<file path="src/logic/mcg_pkg.sv">
// package: register offsets, field positions and reset values for clock/standby control
//
// Function
// - each core has a power control word, written through the coprocessor port, that turns on its dynamic clock gating when the enable pattern is written.
// - with the interrupt-controller enable set, that controller's clock stops whenever no interrupt is pending.
// - with the coherency-unit standby enable set, the coherency unit enters standby once every core is clock-gated.
// - the cache controller gates its clock dynamically when the gating bit of its power control register is set.
// - the cache controller may enter standby when the standby bit of its power control register is set.
// - a core enters clock-gated standby when it executes a wait-for-interrupt or wait-for-event instruction.
// - no enabled gating mode takes effect until at least one core has entered standby.
// - a core in wait-for-event standby wakes when another running core executes a send-event instruction.
// - a core in wait-for-interrupt standby wakes when an interrupt request is asserted to it.
// - the secondary core is held in reset after boot until software releases it.
// - the secondary core starts fetching from the programmed boot address when it leaves reset.
// - clearing the secondary-core reset bit releases the secondary core from reset.
package mcg_pkg;

    // ==========================================================
    // register addresses
    localparam logic [35:0] MCG_L2_POWER_CONTROL_ADDR     = 36'h00ffffe80;
    localparam logic [35:0] MCG_COHERENCY_UNIT_CTRL_ADDR  = 36'hffffec000;
    localparam logic [35:0] MCG_SECONDARY_BOOT_ADDR_ADDR  = 36'h000000010;
    localparam logic [35:0] MCG_SECONDARY_RESET_ADDR      = 36'h000000014;
    localparam logic [35:0] MCG_CORE_STATUS_ADDR          = 36'h000000018;

    // ==========================================================
    // field positions
    localparam int MCG_CU_IRQ_GATE_BIT     = 6;
    localparam int MCG_CU_STANDBY_BIT      = 5;
    localparam int MCG_L2_GATE_BIT         = 1;
    localparam int MCG_L2_STANDBY_BIT      = 0;
    localparam int MCG_SECONDARY_RESET_BIT = 0;

    // ==========================================================
    // values
    localparam logic [31:0] MCG_CORE_GATE_PATTERN   = 32'h0000_0701;
    localparam logic [31:0] MCG_CORE_PWR_RESET      = 32'h0000_0000;
    localparam logic [31:0] MCG_L2_PWR_RESET        = 32'h0000_0000;
    localparam logic [31:0] MCG_CU_CTRL_RESET       = 32'h0000_0000;
    localparam logic [31:0] MCG_BOOT_ADDR_RESET     = 32'h0000_0000;
    localparam logic        MCG_SECONDARY_RST_RESET = 1'b1;

    // core sleep states, one-hot
    typedef enum logic [2:0] {
        MCG_RUN      = 3'b001,
        MCG_WAIT_IRQ = 3'b010,
        MCG_WAIT_EVT = 3'b100
    } mcg_core_state_t;

endpackage

</file>
<file path="src/logic/mcg_clock_standby.sv">
// top: clock-gating and standby control for a dual-core processor subsystem
`timescale 1ns/100ps
module mcg_clock_standby
    import mcg_pkg::*;
#(
    parameter int NUM_CORES = 2
) (
    input  wire logic                 clk_i,           // processor clock
    input  wire logic                 rst_i,           // sync reset, high
    // system control coprocessor writes, per core
    input  wire logic [NUM_CORES-1:0] cop_wr_i,        // coproc write strobe
    input  wire logic [31:0]          cop_wdata_i,     // coproc write data
    // memory-mapped register port
    input  wire logic                 reg_wr_i,        // register write strobe
    input  wire logic                 reg_rd_i,        // register read strobe
    input  wire logic [35:0]          reg_addr_i,      // register address
    input  wire logic [31:0]          reg_wdata_i,     // write data
    output logic      [31:0]          reg_rdata_o,     // read data
    output logic                      reg_ack_o,       // access done
    output logic                      reg_err_o,       // unmapped address
    // core instruction events
    input  wire logic [NUM_CORES-1:0] wait_irq_i,      // wait-for-interrupt
    input  wire logic [NUM_CORES-1:0] wait_evt_i,      // wait-for-event
    input  wire logic [NUM_CORES-1:0] send_evt_i,      // send-event
    input  wire logic [NUM_CORES-1:0] irq_pin_i,       // irq, async pins
    // clock enables out to clock gates
    output logic      [NUM_CORES-1:0] core_clk_en_o,   // core clock run
    output logic                      irq_ctl_clk_en_o,// irq ctrl clock run
    output logic                      cu_clk_en_o,     // coherency unit run
    output logic                      cu_standby_o,    // coherency standby
    output logic                      l2_clk_en_o,     // cache clock run
    output logic                      l2_standby_ok_o, // cache may standby
    // secondary core boot
    output logic                      secondary_core_rst_o,  // held reset
    output logic      [31:0]          secondary_core_boot_address_o, // pc
    output logic      [NUM_CORES-1:0] core_wake_o      // wake pulses
);
    // ==========================================================
    // registers
    logic [31:0] core_pwr_r   [NUM_CORES];
    logic [31:0] core_pwr_nxt [NUM_CORES];
    logic [31:0] l2_power_control_r;
    logic [31:0] l2_power_control_nxt;
    logic [31:0] coherency_unit_control_r;
    logic [31:0] coherency_unit_control_nxt;
    logic [31:0] boot_addr_r;
    logic [31:0] boot_addr_nxt;
    logic        secondary_core_reset_bit_r;
    logic        secondary_core_reset_bit_nxt;
    logic [31:0] rdata_nxt;
    logic        ack_nxt;
    logic        err_nxt;
    logic [31:0] boot_pc_nxt;

    logic [NUM_CORES-1:0] irq_sync;
    logic [NUM_CORES-1:0] sleep;
    logic [NUM_CORES-1:0] hold;
    logic [NUM_CORES-1:0] core_gate_en;
    logic                 any_sleep;
    logic                 all_sleep;
    logic                 irq_pending;
    logic [31:0]          status_word;

    // ==========================================================
    // irq pins come from outside, two flops before use
    mcg_sync2 #(
        .WIDTH (NUM_CORES)
    ) u_irq_sync (
        .clk_i (clk_i),
        .rst_i (rst_i),
        .d_i   (irq_pin_i),
        .q_o   (irq_sync)
    );

    // ==========================================================
    // per-core sleep trackers; send-event from any other running core wakes an event wait
    for (genvar c = 0; c < NUM_CORES; c++) begin : g_core
        logic                 evt_other;
        logic [NUM_CORES-1:0] others;
        always_comb begin
            others    = send_evt_i & ~sleep & ~hold;
            others[c] = 1'b0;
            evt_other = |others;
        end

        // core 0 is never held; secondary cores follow reset bit
        assign hold[c] = (c == 0) ? 1'b0 : secondary_core_rst_o;

        mcg_core_sleep u_sleep (
            .clk_i   (clk_i),
            .rst_i   (rst_i),
            .hold_i  (hold[c]),
            .wait_irq_i(wait_irq_i[c]),
            .wait_evt_i(wait_evt_i[c]),
            .event_i (evt_other),
            .irq_i   (irq_sync[c]),
            .sleep_o (sleep[c]),
            .wake_o  (core_wake_o[c])
        );

        // gating only if exact enable pattern is in the power word
        assign core_gate_en[c] = (core_pwr_r[c] == MCG_CORE_GATE_PATTERN);
        // a sleeping core with gating off keeps its clock
        assign core_clk_en_o[c] = ~(sleep[c] & core_gate_en[c]);
    end

    // ==========================================================
    // gating decisions; nothing stops until some core sleeps
    assign any_sleep   = |sleep;
    assign all_sleep   = &(sleep & core_gate_en);
    assign irq_pending = |irq_sync;

    // irq controller clock stops with nothing pending
    assign irq_ctl_clk_en_o =
        ~(coherency_unit_control_r[MCG_CU_IRQ_GATE_BIT] & any_sleep
          & ~irq_pending);

    // coherency unit standby once every core is gated
    assign cu_standby_o =
        coherency_unit_control_r[MCG_CU_STANDBY_BIT] & all_sleep;
    assign cu_clk_en_o = ~cu_standby_o;

    // cache controller: gating and standby permission
    assign l2_clk_en_o =
        ~(l2_power_control_r[MCG_L2_GATE_BIT] & all_sleep);
    assign l2_standby_ok_o =
        l2_power_control_r[MCG_L2_STANDBY_BIT] & any_sleep;

    // secondary core reset line straight from its register bit
    assign secondary_core_rst_o = secondary_core_reset_bit_r;

    // ==========================================================
    // status readback
    always_comb begin
        status_word = '0;
        status_word[NUM_CORES-1:0]         = sleep;
        status_word[8 +: NUM_CORES]        = core_clk_en_o;
        status_word[16]                    = cu_standby_o;
        status_word[17]                    = l2_clk_en_o;
        status_word[18]                    = irq_ctl_clk_en_o;
    end

    // ==========================================================
    // register writes, reads and coprocessor writes
    always_comb begin
        for (int i = 0; i < NUM_CORES; i++) begin
            core_pwr_nxt[i] = core_pwr_r[i];
            if (cop_wr_i[i]) begin
                core_pwr_nxt[i] = cop_wdata_i;
            end
        end
        l2_power_control_nxt         = l2_power_control_r;
        coherency_unit_control_nxt   = coherency_unit_control_r;
        boot_addr_nxt                = boot_addr_r;
        secondary_core_reset_bit_nxt = secondary_core_reset_bit_r;
        rdata_nxt = reg_rdata_o;
        ack_nxt   = reg_wr_i | reg_rd_i;
        err_nxt   = 1'b0;
        if (reg_wr_i) begin
            unique case (reg_addr_i)
                MCG_L2_POWER_CONTROL_ADDR:
                    l2_power_control_nxt = reg_wdata_i;
                MCG_COHERENCY_UNIT_CTRL_ADDR:
                    coherency_unit_control_nxt = reg_wdata_i;
                MCG_SECONDARY_BOOT_ADDR_ADDR:
                    boot_addr_nxt = reg_wdata_i;
                MCG_SECONDARY_RESET_ADDR:
                    secondary_core_reset_bit_nxt =
                        reg_wdata_i[MCG_SECONDARY_RESET_BIT];
                MCG_CORE_STATUS_ADDR: begin
                end
                default: err_nxt = 1'b1;
            endcase
        end else if (reg_rd_i) begin
            rdata_nxt = '0;
            unique case (reg_addr_i)
                MCG_L2_POWER_CONTROL_ADDR:    rdata_nxt = l2_power_control_r;
                MCG_COHERENCY_UNIT_CTRL_ADDR: rdata_nxt = coherency_unit_control_r;
                MCG_SECONDARY_BOOT_ADDR_ADDR: rdata_nxt = boot_addr_r;
                MCG_SECONDARY_RESET_ADDR:
                    rdata_nxt[MCG_SECONDARY_RESET_BIT] =
                        secondary_core_reset_bit_r;
                MCG_CORE_STATUS_ADDR:         rdata_nxt = status_word;
                default:                      err_nxt   = 1'b1;
            endcase
        end
    end

    // boot address latched while held so a late write cannot move pc
    always_comb begin
        boot_pc_nxt = secondary_core_boot_address_o;
        if (secondary_core_reset_bit_r) begin
            boot_pc_nxt = boot_addr_nxt;
        end
    end

    // ==========================================================
    // state registers
    always_ff @(posedge clk_i) begin
        if (rst_i) begin
            for (int i = 0; i < NUM_CORES; i++) begin
                core_pwr_r[i] <= MCG_CORE_PWR_RESET;
            end
            l2_power_control_r            <= MCG_L2_PWR_RESET;
            coherency_unit_control_r      <= MCG_CU_CTRL_RESET;
            boot_addr_r                   <= MCG_BOOT_ADDR_RESET;
            secondary_core_reset_bit_r    <= MCG_SECONDARY_RST_RESET;
            secondary_core_boot_address_o <= MCG_BOOT_ADDR_RESET;
            reg_rdata_o                   <= '0;
            reg_ack_o                     <= 1'b0;
            reg_err_o                     <= 1'b0;
        end else begin
            for (int i = 0; i < NUM_CORES; i++) begin
                core_pwr_r[i] <= core_pwr_nxt[i];
            end
            l2_power_control_r            <= l2_power_control_nxt;
            coherency_unit_control_r      <= coherency_unit_control_nxt;
            boot_addr_r                   <= boot_addr_nxt;
            secondary_core_reset_bit_r    <= secondary_core_reset_bit_nxt;
            secondary_core_boot_address_o <= boot_pc_nxt;
            reg_rdata_o                   <= rdata_nxt;
            reg_ack_o                     <= ack_nxt;
            reg_err_o                     <= err_nxt;
        end
    end
endmodule

</file>
<file path="src/logic/mcg_core_sleep.sv">
// per-core standby tracker: wait-for-interrupt / wait-for-event and wakeup
`timescale 1ns/100ps
module mcg_core_sleep
    import mcg_pkg::*;
(
    input  wire logic clk_i,      // clock
    input  wire logic rst_i,      // sync reset
    input  wire logic hold_i,     // core held in reset
    input  wire logic wait_irq_i, // wait-for-interrupt executed, pulse
    input  wire logic wait_evt_i, // wait-for-event executed, pulse
    input  wire logic event_i,    // send-event from other core, pulse
    input  wire logic irq_i,      // interrupt request to core, level
    output logic      sleep_o,    // core is in standby
    output logic      wake_o      // wakeup pulse, one cycle
);
    mcg_core_state_t state_r;
    mcg_core_state_t state_nxt;
    logic            wake_nxt;

    // ==========================================================
    // sleep state; an interrupt also ends wait-for-event, as cores do
    always_comb begin
        state_nxt = state_r;
        wake_nxt  = 1'b0;
        unique case (state_r)
            MCG_RUN: begin
                if (wait_irq_i) begin
                    state_nxt = MCG_WAIT_IRQ;
                end else if (wait_evt_i) begin
                    state_nxt = MCG_WAIT_EVT;
                end
            end
            MCG_WAIT_IRQ: begin
                if (irq_i) begin
                    state_nxt = MCG_RUN;
                    wake_nxt  = 1'b1;
                end
            end
            MCG_WAIT_EVT: begin
                if (event_i || irq_i) begin
                    state_nxt = MCG_RUN;
                    wake_nxt  = 1'b1;
                end
            end
            default: begin
                state_nxt = MCG_RUN;
            end
        endcase
        // a core in reset is neither asleep nor running code
        if (hold_i) begin
            state_nxt = MCG_RUN;
            wake_nxt  = 1'b0;
        end
    end

    always_ff @(posedge clk_i) begin
        if (rst_i) begin
            state_r <= MCG_RUN;
            wake_o  <= 1'b0;
        end else begin
            state_r <= state_nxt;
            wake_o  <= wake_nxt;
        end
    end

    assign sleep_o = (state_r != MCG_RUN);
endmodule

</file>
<file path="src/logic/mcg_sync2.sv">
// two-flop synchroniser for pin-level inputs
`timescale 1ns/100ps
module mcg_sync2 #(
    parameter int WIDTH = 1
) (
    input  wire logic             clk_i,  // clock
    input  wire logic             rst_i,  // sync reset
    input  wire logic [WIDTH-1:0] d_i,    // async level
    output logic      [WIDTH-1:0] q_o     // synchronised level
);
    logic [WIDTH-1:0] meta_r;
    logic [WIDTH-1:0] meta_nxt;
    logic [WIDTH-1:0] q_nxt;

    // ==========================================================
    // next values: first stage only feeds second stage
    always_comb begin
        meta_nxt = d_i;
        q_nxt    = meta_r;
    end

    always_ff @(posedge clk_i) begin
        if (rst_i) begin
            meta_r <= '0;
            q_o    <= '0;
        end else begin
            meta_r <= meta_nxt;
            q_o    <= q_nxt;
        end
    end
endmodule

</file>
<file path="config.mk">
export PLATFORM = sky130hd
export DESIGN_NAME = mcg_clock_standby
export DESIGN_NICKNAME = d
export VERILOG_FILES = /design/src/logic/mcg_pkg.sv /design/src/logic/mcg_clock_standby.sv /design/src/logic/mcg_core_sleep.sv /design/src/logic/mcg_sync2.sv
export SDC_FILE = /design/constraint.sdc
export NUM_CORES = 1
export LEC_CHECK = 0
export ABC_AREA = 1
export BUFFER_PORTS_ARGS = -buffer_cell sky130_fd_sc_hd__buf_2
export CORE_MARGIN = 2
export CORE_UTILIZATION = 60
export DETAILED_ROUTE_END_ITERATION = 12
export PLACE_DENSITY_LB_ADDON = 0.08
export SLEW_MARGIN = 0
export SYNTH_ARGS = -nofsm -noshare
export SYNTH_HDL_FRONTEND = slang
export SYNTH_SLANG_ARGS = --single-unit
export TNS_END_PERCENT = 1
</file>
<file path="constraint.sdc">
create_clock -name clk_i -period 3.4 [get_ports clk_i]
set_input_delay 0.34 -clock clk_i [delete_from_list [all_inputs] [get_ports clk_i]]
set_output_delay 0.34 -clock clk_i [all_outputs]
set_load 0.01 [all_outputs]
</file>
### Word level (Yosys, flattened, before mapping)

Memories as Yosys holds them, arrays and structs flattened.
Index checks and enable logic that the tools add are counted.

* input port bits: 114
* bits in registers: 175
* memory bits (writable): 64
* output and inout port bits: 76
* memories: 1
* word-level logic and storage cells: 101

* bitwise gates (word level): 22
* reduce and logical (&&, ||, !) cells: 13
* mux-type cells: 30
* equal/unequal tests: 21

Memories
* core_pwr_r: depth 2, bits a word 32, read ports 2, clocked after memory_dff 0, wr ports 2, RTL line mcg_clock_standby.sv:40 `logic [31:0] core_pwr_r [NUM_CORES];`

Operator list (count)
* two-way mux 32 bit: 6
* case mux 31 bit (4 select lines): 1
* == test 36 x 5 -> 1 bit, second input constant: 3
* == test 32 x 11 -> 1 bit, second input constant: 2
* == test 36 x 28 -> 1 bit, second input constant: 1
* == test 36 bit, second input constant: 1
* two-way mux 3 bit: 8
* case mux 3 bit (3 select lines): 2
* two-way mux 1 bit: 10
* AND reduction 2 bit: 5
* bitwise AND 1 bit: 7
* inverter 1 bit: 7
* bitwise AND 2 bit: 3
* == test 3 x 1 -> 1 bit, second input constant: 2
* == test 3 x 2 -> 1 bit, second input constant: 2
* == test 3 bit, second input constant: 2
* inequality test 3 x 1 -> 1 bit, second input constant: 2
* inequality test 3 bit, second input constant: 2
* AND reduction 3 bit: 2
* OR reduction 2 bit: 3
* case mux 1 bit (5 select lines): 1
* OR reduction 5 bit: 1
* inequality test 2 x 1 -> 1 bit, second input constant: 2
* inequality test 2 bit, second input constant: 2
* 4 further kinds: 9

### Depth between registers and ports, before layout

* word-level depth: 7
* mapped depth: 14

### Cells and area by module

From an unflattened synthesis, not the netlist that was laid out.

* cells, all modules: 1491
* area, all modules: 10665.2 um^2

By module, submodules not included
* mcg_clock_standby: sequential area each 4544.4 um^2, area an instance 10072.2 um^2, instances 1, cells an instance 1409
* mcg_core_sleep: sequential area each 80.1 um^2, area an instance 241.5 um^2, instances 2, cells an instance 35
* mcg_sync2: sequential area each 80.1 um^2, area an instance 110.1 um^2, instances 1, cells an instance 12

### Least setup slack after synthesis

OpenSTA, ideal clock, no wires.

* path kind: input to register
* from: input reg_addr_i[13]
* to: register reg_rdata_o[27]
* library setup time: 0.071 ns
* stages on the path: 11
* slack: 1.730 ns
* arrival time: 1.599 ns
* buffers on the path: 2
* data required time: 3.329 ns
* cell sequence: nor2_1 nand2_1 nor2_1 nand2_1 nor2_1 nand2_1 buf_6 buf_2 o211ai_1 nand2_1 a21oi_1

* longest elaborated chain between the ends: 2
* elaborated cells between the ends (all ways): 5
* classes of those cells: eq/ne (4); mux (1)

RTL lines
* start: declaration: RTL line mcg_clock_standby.sv:16 `input wire logic [35:0] reg_addr_i,`
* == test 36 x 5 -> 1 bit (tied with other cells): RTL line mcg_clock_standby.sv:176 `unique case (reg_addr_i)`
* case mux 31 bit (4 select lines) *: RTL line mcg_clock_standby.sv:176
* end signal: assignment: RTL line mcg_clock_standby.sv:221 `reg_rdata_o <= rdata_nxt;`
* end: declaration: RTL line mcg_clock_standby.sv:18 `output logic [31:0] reg_rdata_o,`

Every way passes the cells marked *; elsewhere a longest branch is shown, timed or not.
A chain may end at the register's enable or synchronous reset.

### Worst setup path after layout

* from: register g_core[0].u_sleep.state_r[1]
* to: output cu_standby_o

* longest elaborated chain between the ends: 4

RTL lines
* start: declaration: RTL line mcg_core_sleep.sv:16 `mcg_core_state_t state_r;`
* start signal: assignment: RTL line mcg_core_sleep.sv:61 `state_r <= state_nxt;`
* inequality test 3 x 1 -> 1 bit: RTL line mcg_core_sleep.sv:66 `assign sleep_o = (state_r != MCG_RUN);`
* bitwise AND 2 bit: RTL line mcg_clock_standby.sv:110 `assign all_sleep = &(sleep & core_gate_en);`
* AND reduction 2 bit: RTL line mcg_clock_standby.sv:110
* bitwise AND 1 bit: RTL line mcg_clock_standby.sv:120 `coherency_unit_control_r[MCG_CU_STANDBY_BIT] & all_sleep;`
* end: declaration: RTL line mcg_clock_standby.sv:30 `output logic cu_standby_o,`

Every way passes these cells.

==> flow_summary.html <==
<table>
<tr><th>Metric</th><th>Value</th></tr>
<tr><th colspan="2">Yosys</th></tr>
<tr><td>Top_reg_cell synth</td><td>dfxtp_1</td></tr>
<tr><td>Area share of the leading cell type in the synthesized netlist</td><td>47.84%</td></tr>
<tr><td>Most area-consuming cells after synthesis</td><td>dfxtp_1, nand2_1, nor2_1, a21oi_1, o21ai_0</td></tr>
<tr><td>Net Count, Synth</td><td>1,537</td></tr>
<tr><td>Number of synthesized flops with an enable pin</td><td>0</td></tr>
<tr><td>Most numerous cell in the Yosys netlist</td><td>nand2_1</td></tr>
<tr><td>Post-synthesis sequential area ratio</td><td>between 40% and 50%</td></tr>
<tr><td>Number of warning messages in the yosys log</td><td>0</td></tr>
<tr><td>Ys async rst share</td><td>0%</td></tr>
<tr><td>Cell area after synthesis</td><td>~0.01 mm2</td></tr>
<tr><td>Synth Area in Simple Gates</td><td>between 20% and 30%</td></tr>
<tr><td>Avg Cell Area, Syn</td><td>about 7.0 um2</td></tr>
<tr><td>Post-synthesis mux area share</td><td>0%</td></tr>
<tr><td>Number of distinct library cell variants in the gate-level netlist after synthesis</td><td>27</td></tr>
<tr><td>Cell taking the most area after synthesis</td><td>dfxtp_1</td></tr>
<tr><td>Synthesis-stage register bit count</td><td>about 240</td></tr>
<tr><td>Compound-cell area share of the yosys netlist</td><td>16.36%</td></tr>
<tr><td>Fraction of the mapped netlist area in adder cells</td><td>0%</td></tr>
<tr><td>Synthesized instance count</td><td>roughly 1,400</td></tr>
<tr><td>Largest family of logic cells by synthesized area</td><td>simple AND/OR/NAND/NOR gates</td></tr>
<tr><td>Synth cell count leaders</td><td>nand2_1, dfxtp_1, nor2_1</td></tr>
<tr><td>Xor and xnor area share after synthesis</td><td>0%</td></tr>
<tr><th colspan="2">STA</th></tr>
<tr><td>Worst-margin pin slew</td><td>~1100 ps</td></tr>
<tr><td>Maximum clock frequency</td><td>around 0.42 GHz</td></tr>
<tr><td>Final setup violation count</td><td>0</td></tr>
<tr><td>Final count of pins violating max slew</td><td>0</td></tr>
<tr><td>Total Negative Setup Slacks</td><td>0 ps</td></tr>
<tr><td>Worst-case clock skew</td><td>about 15 ps</td></tr>
<tr><td>Worst slew margin relative to its limit</td><td>approximately a quarter</td></tr>
<tr><td>Final worst hold slack</td><td>between 20 and 30 ps</td></tr>
<tr><td>Unrepaired setup endpoints after global routing</td><td>false</td></tr>
<tr><td>Clock period minus final worst setup slack</td><td>between 2000 and 2500 ps</td></tr>
<tr><td>Period utilization</td><td>69.84%</td></tr>
<tr><td>Number of failing hold endpoints at the final stage</td><td>0</td></tr>
<tr><th colspan="2">Layout</th></tr>
<tr><td>End-of-flow core utilization</td><td>a little under three quarters</td></tr>
<tr><td>Layout fillers</td><td>1,400</td></tr>
<tr><td>Final-stage net count</td><td>1,683</td></tr>
<tr><td>Area of all sequential standard cells</td><td>between 0.004 and 0.005 mm2</td></tr>
<tr><td>Multi-input gate area in the final layout</td><td>about 0.0044 mm2</td></tr>
<tr><td>Diode count</td><td>0</td></tr>
<tr><td>Share of post-route cells with drive strength above 1</td><td>around 16%</td></tr>
<tr><td>Signed area change from the synthesized netlist to the final layout</td><td>18.35%</td></tr>
<tr><th colspan="2">Critical path</th></tr>
<tr><td>Required arrival time at the worst endpoint</td><td>between 3000 and 4000 ps</td></tr>
<tr><td>Capture point of the critical path</td><td>cu_standby_o</td></tr>
<tr><td>Startpoint class of the critical path</td><td>flip-flop</td></tr>
<tr><td>Cell family with most CP delay</td><td>simple AND/OR/NAND/NOR gates</td></tr>
<tr><td>Worst-case reg-to-reg path depth</td><td>6</td></tr>
<tr><td>Register-to-Register Setup Slack</td><td>1540 ps</td></tr>
<tr><td>Path length in cells of the critical path</td><td>9</td></tr>
<tr><td>Critical Path Slowest Stage Cell</td><td>dfxtp_1</td></tr>
<tr><td>Worst endpoint data arrival time</td><td>between 2000 and 2500 ps</td></tr>
<tr><td>Number of buffer and inverter stages on the critical path</td><td>4</td></tr>
<tr><td>Critical path start-end classification</td><td>reg2out</td></tr>
<tr><td>Startpoint of the worst register-to-register path</td><td>secondary_core_rst_o$_SDFFE_PP1P_</td></tr>
<tr><td>Cell-by-cell trace of the critical path</td><td>inv_1, nand3_1, nand3_1, nor2_1, inv_1, nor2_1, nand3_1, inv_1, buf_2</td></tr>
<tr><td>Critical path endpoint category</td><td>primary output</td></tr>
<tr><td>Capture instance of the worst register-to-register path</td><td>g_core[0].u_sleep.state_r[2]$_SDFFE_PP0P_</td></tr>
<tr><td>Slowest cell delay on critical path</td><td>~330 ps</td></tr>
<tr><td>Largest driver fanout on the critical path</td><td>6</td></tr>
<tr><td>Worst setup path startpoint</td><td>g_core[0].u_sleep.state_r[1]$_SDFFE_PP0P_</td></tr>
<tr><th colspan="2">CTS</th></tr>
<tr><td>CTS resizes</td><td>0</td></tr>
<tr><td>CTS root buf</td><td>clkbuf_16</td></tr>
<tr><td>TritonCTS clock tree</td><td>built</td></tr>
<tr><td>CTS H-Tree Depth</td><td>1</td></tr>
<tr><td>Number of buffers inserted by post-CTS setup repair</td><td>0</td></tr>
<tr><td>Clock buffers created by TritonCTS</td><td>24</td></tr>
<tr><td>Number of buffers added to fix hold violations after cts</td><td>0</td></tr>
<tr><td>Clock Sink Count</td><td>239</td></tr>
<tr><td>Clock latency at the later pin of the worst-skew pair</td><td>510 ps</td></tr>
<tr><td>Longest Clk Path Bufs</td><td>3</td></tr>
<tr><td>CTS clock-pin slew for the worst setup and hold paths</td><td>~60 ps</td></tr>
<tr><th colspan="2">Global routing</th></tr>
<tr><td>Pin count of the biggest net entering global routing</td><td>just under 70</td></tr>
<tr><td>First-pass GRT wire length</td><td>44,390 um</td></tr>
<tr><td>Antenna violations before repair</td><td>0</td></tr>
<tr><td>Gr ovfl total</td><td>0</td></tr>
<tr><td>Vias in the first global route</td><td>9,071</td></tr>
<tr><td>Global Route Usage Sum</td><td>30.29%</td></tr>
<tr><th colspan="2">Min path</th></tr>
<tr><td>Class of the most critical hold timing path</td><td>in2reg</td></tr>
<tr><th colspan="2">Drt</th></tr>
<tr><td>Via count</td><td>~9,700</td></tr>
<tr><td>Number of violations reported at the end of detailed-routing iteration 0</td><td>811</td></tr>
<tr><td>Number of nets with antenna violations after routing</td><td>0</td></tr>
<tr><td>Aggregate routed wire length</td><td>between 20,000 and 30,000 um</td></tr>
<tr><td>Vias per cell</td><td>roughly 5.4</td></tr>
<tr><td>Routed length per placed instance</td><td>roughly 15 um</td></tr>
<tr><td>Detailed-routing iteration count for the pre-antenna-repair pass</td><td>5</td></tr>
<tr><td>DRC errors left</td><td>0</td></tr>
<tr><th colspan="2">Pwr</th></tr>
<tr><td>Leakage power of the design</td><td>approximately 5.2 nW</td></tr>
<tr><td>Overall power</td><td>around 6.0 mW</td></tr>
<tr><td>Worst voltage drop across the vdd grid</td><td>0.4523 mV</td></tr>
<tr><td>PwrDens</td><td>about 500 mW/mm2</td></tr>
<tr><th colspan="2">Die</th></tr>
<tr><td>Width of the die</td><td>about 130 um</td></tr>
<tr><td>Floorplan Core Area</td><td>between 0.015 and 0.02 mm2</td></tr>
<tr><td>Die Y-Extent</td><td>~130 um</td></tr>
<tr><td>Initial Utilization</td><td>60.74%</td></tr>
<tr><td>Cell row count</td><td>47</td></tr>
<tr><td>Overall die area</td><td>~0.018 mm2</td></tr>
<tr><td>Top-Level Pins</td><td>190</td></tr>
<tr><th colspan="2">Placement</th></tr>
<tr><td># port buffers</td><td>189</td></tr>
<tr><td>Half-perimeter wire length after detailed placement</td><td>17,190 um</td></tr>
<tr><td>Global placer's final weighted congestion</td><td>0.8512</td></tr>
<tr><th colspan="2">Run</th></tr>
<tr><td>Max Cap Violations</td><td>0</td></tr>
<tr><th colspan="2">Status</th></tr>
<tr><td>Run status</td><td>finished clean</td></tr>
</table>
==> worst min path at each step <==
stage                                 endpoint  cells after the start                       startpoint
3_5_place_dp      u_irq_sync.q_o[0]$_SDFF_PP0_                      2  u_irq_sync.meta_r[0]$_SDFF_PP0_
2_1_floorplan     u_irq_sync.q_o[0]$_SDFF_PP0_                      2  u_irq_sync.meta_r[0]$_SDFF_PP0_
4_1_cts        u_irq_sync.meta_r[1]$_SDFF_PP0_                      3                     irq_pin_i[1]
5_1_grt        u_irq_sync.meta_r[1]$_SDFF_PP0_                      3                     irq_pin_i[1]
6_report       u_irq_sync.meta_r[1]$_SDFF_PP0_                      3                     irq_pin_i[1]
3_3_place_gp      u_irq_sync.q_o[1]$_SDFF_PP0_                      2  u_irq_sync.meta_r[1]$_SDFF_PP0_
==> cell families after synthesis <==
family | Yosys count
buffers and inverters | 217
AO/OA/AOI/OAI | 313
AND/OR/NAND/NOR | 654
flip-flops | 239
==> report_power, final <==
| group | switching (mW) | total, mW | internal (mW) |
|---|---|---|---|
| Clock | 1.08 | 2.71 | 1.63 |
| Sequential | 0.0269 | 2.89 | 2.86 |
| Combinational | 0.232 | 0.356 | 0.124 |
| Total | 1.33 | 5.95 | 4.62 |
==> per-stage QoR <==
step,cells,instance area (um2),setup WS [ps]
finish,1807,11840,1025
global route,1807,11840,837.3
CTS,1807,11840,1028
detailed placement,1763,11020,710.2
global placement,1763,11020,825.9
floorplan,1423,10000,1730
==> placed cells by master (no fill, tap or decap), drive strengths merged <==
master and instances:
a21oi 146, o211ai 26, clkbuf 37, nor3b 1, nand2 268, and3b 1, bufinv 2, o21ai 139
buf 205, nor2 238, clkinv 7, nor3 9, nand3b 2, inv 130, nand4 14, nand3 120
o21bai 1, and3 1, a211oi 1, dfxtp 239
==> area by class of cell <==
cell class / instances / share of cell area (%)
clock buffers: 37 / 6.173
clock inverters: 7 / 0.7505
inverters: 132 / 4.197
multi-input cells: 967 / 36.88
flip-flops and latches: 239 / 40.43
well taps: 220 / 2.326
repair buffers: 205 / 9.239
==> registers in the layout (all words and copies together) (netlist names) <==
name / count
boot_addr_r: 32
coherency_unit_control_r: 32
core_pwr_r: 64
g_core.u_sleep.state_r: 6
g_core.u_sleep.wake_o: 2
l2_power_control_r: 32
reg_ack_o: 1
reg_err_o: 1
reg_rdata_o: 32
secondary_core_boot_address_o: 32
secondary_core_rst_o: 1
u_irq_sync.meta_r: 2
u_irq_sync.q_o: 2
==> tightest hold or removal path: cells and delay by family <==
kind	cells	cell delay [ps]
and+or+nand+nor	1	60
buffers and inverters	2	100
==> metal layers <==
layer | share of wire (%) | global-route usage [%]
met1 | 45 | 42.66
met2 | 44 | 48.24
met3 | 7.7 | 3.653
met4 | 3.1 | 11.23
met5 | 0 | 0
Power figures use the tool's default switching activity.
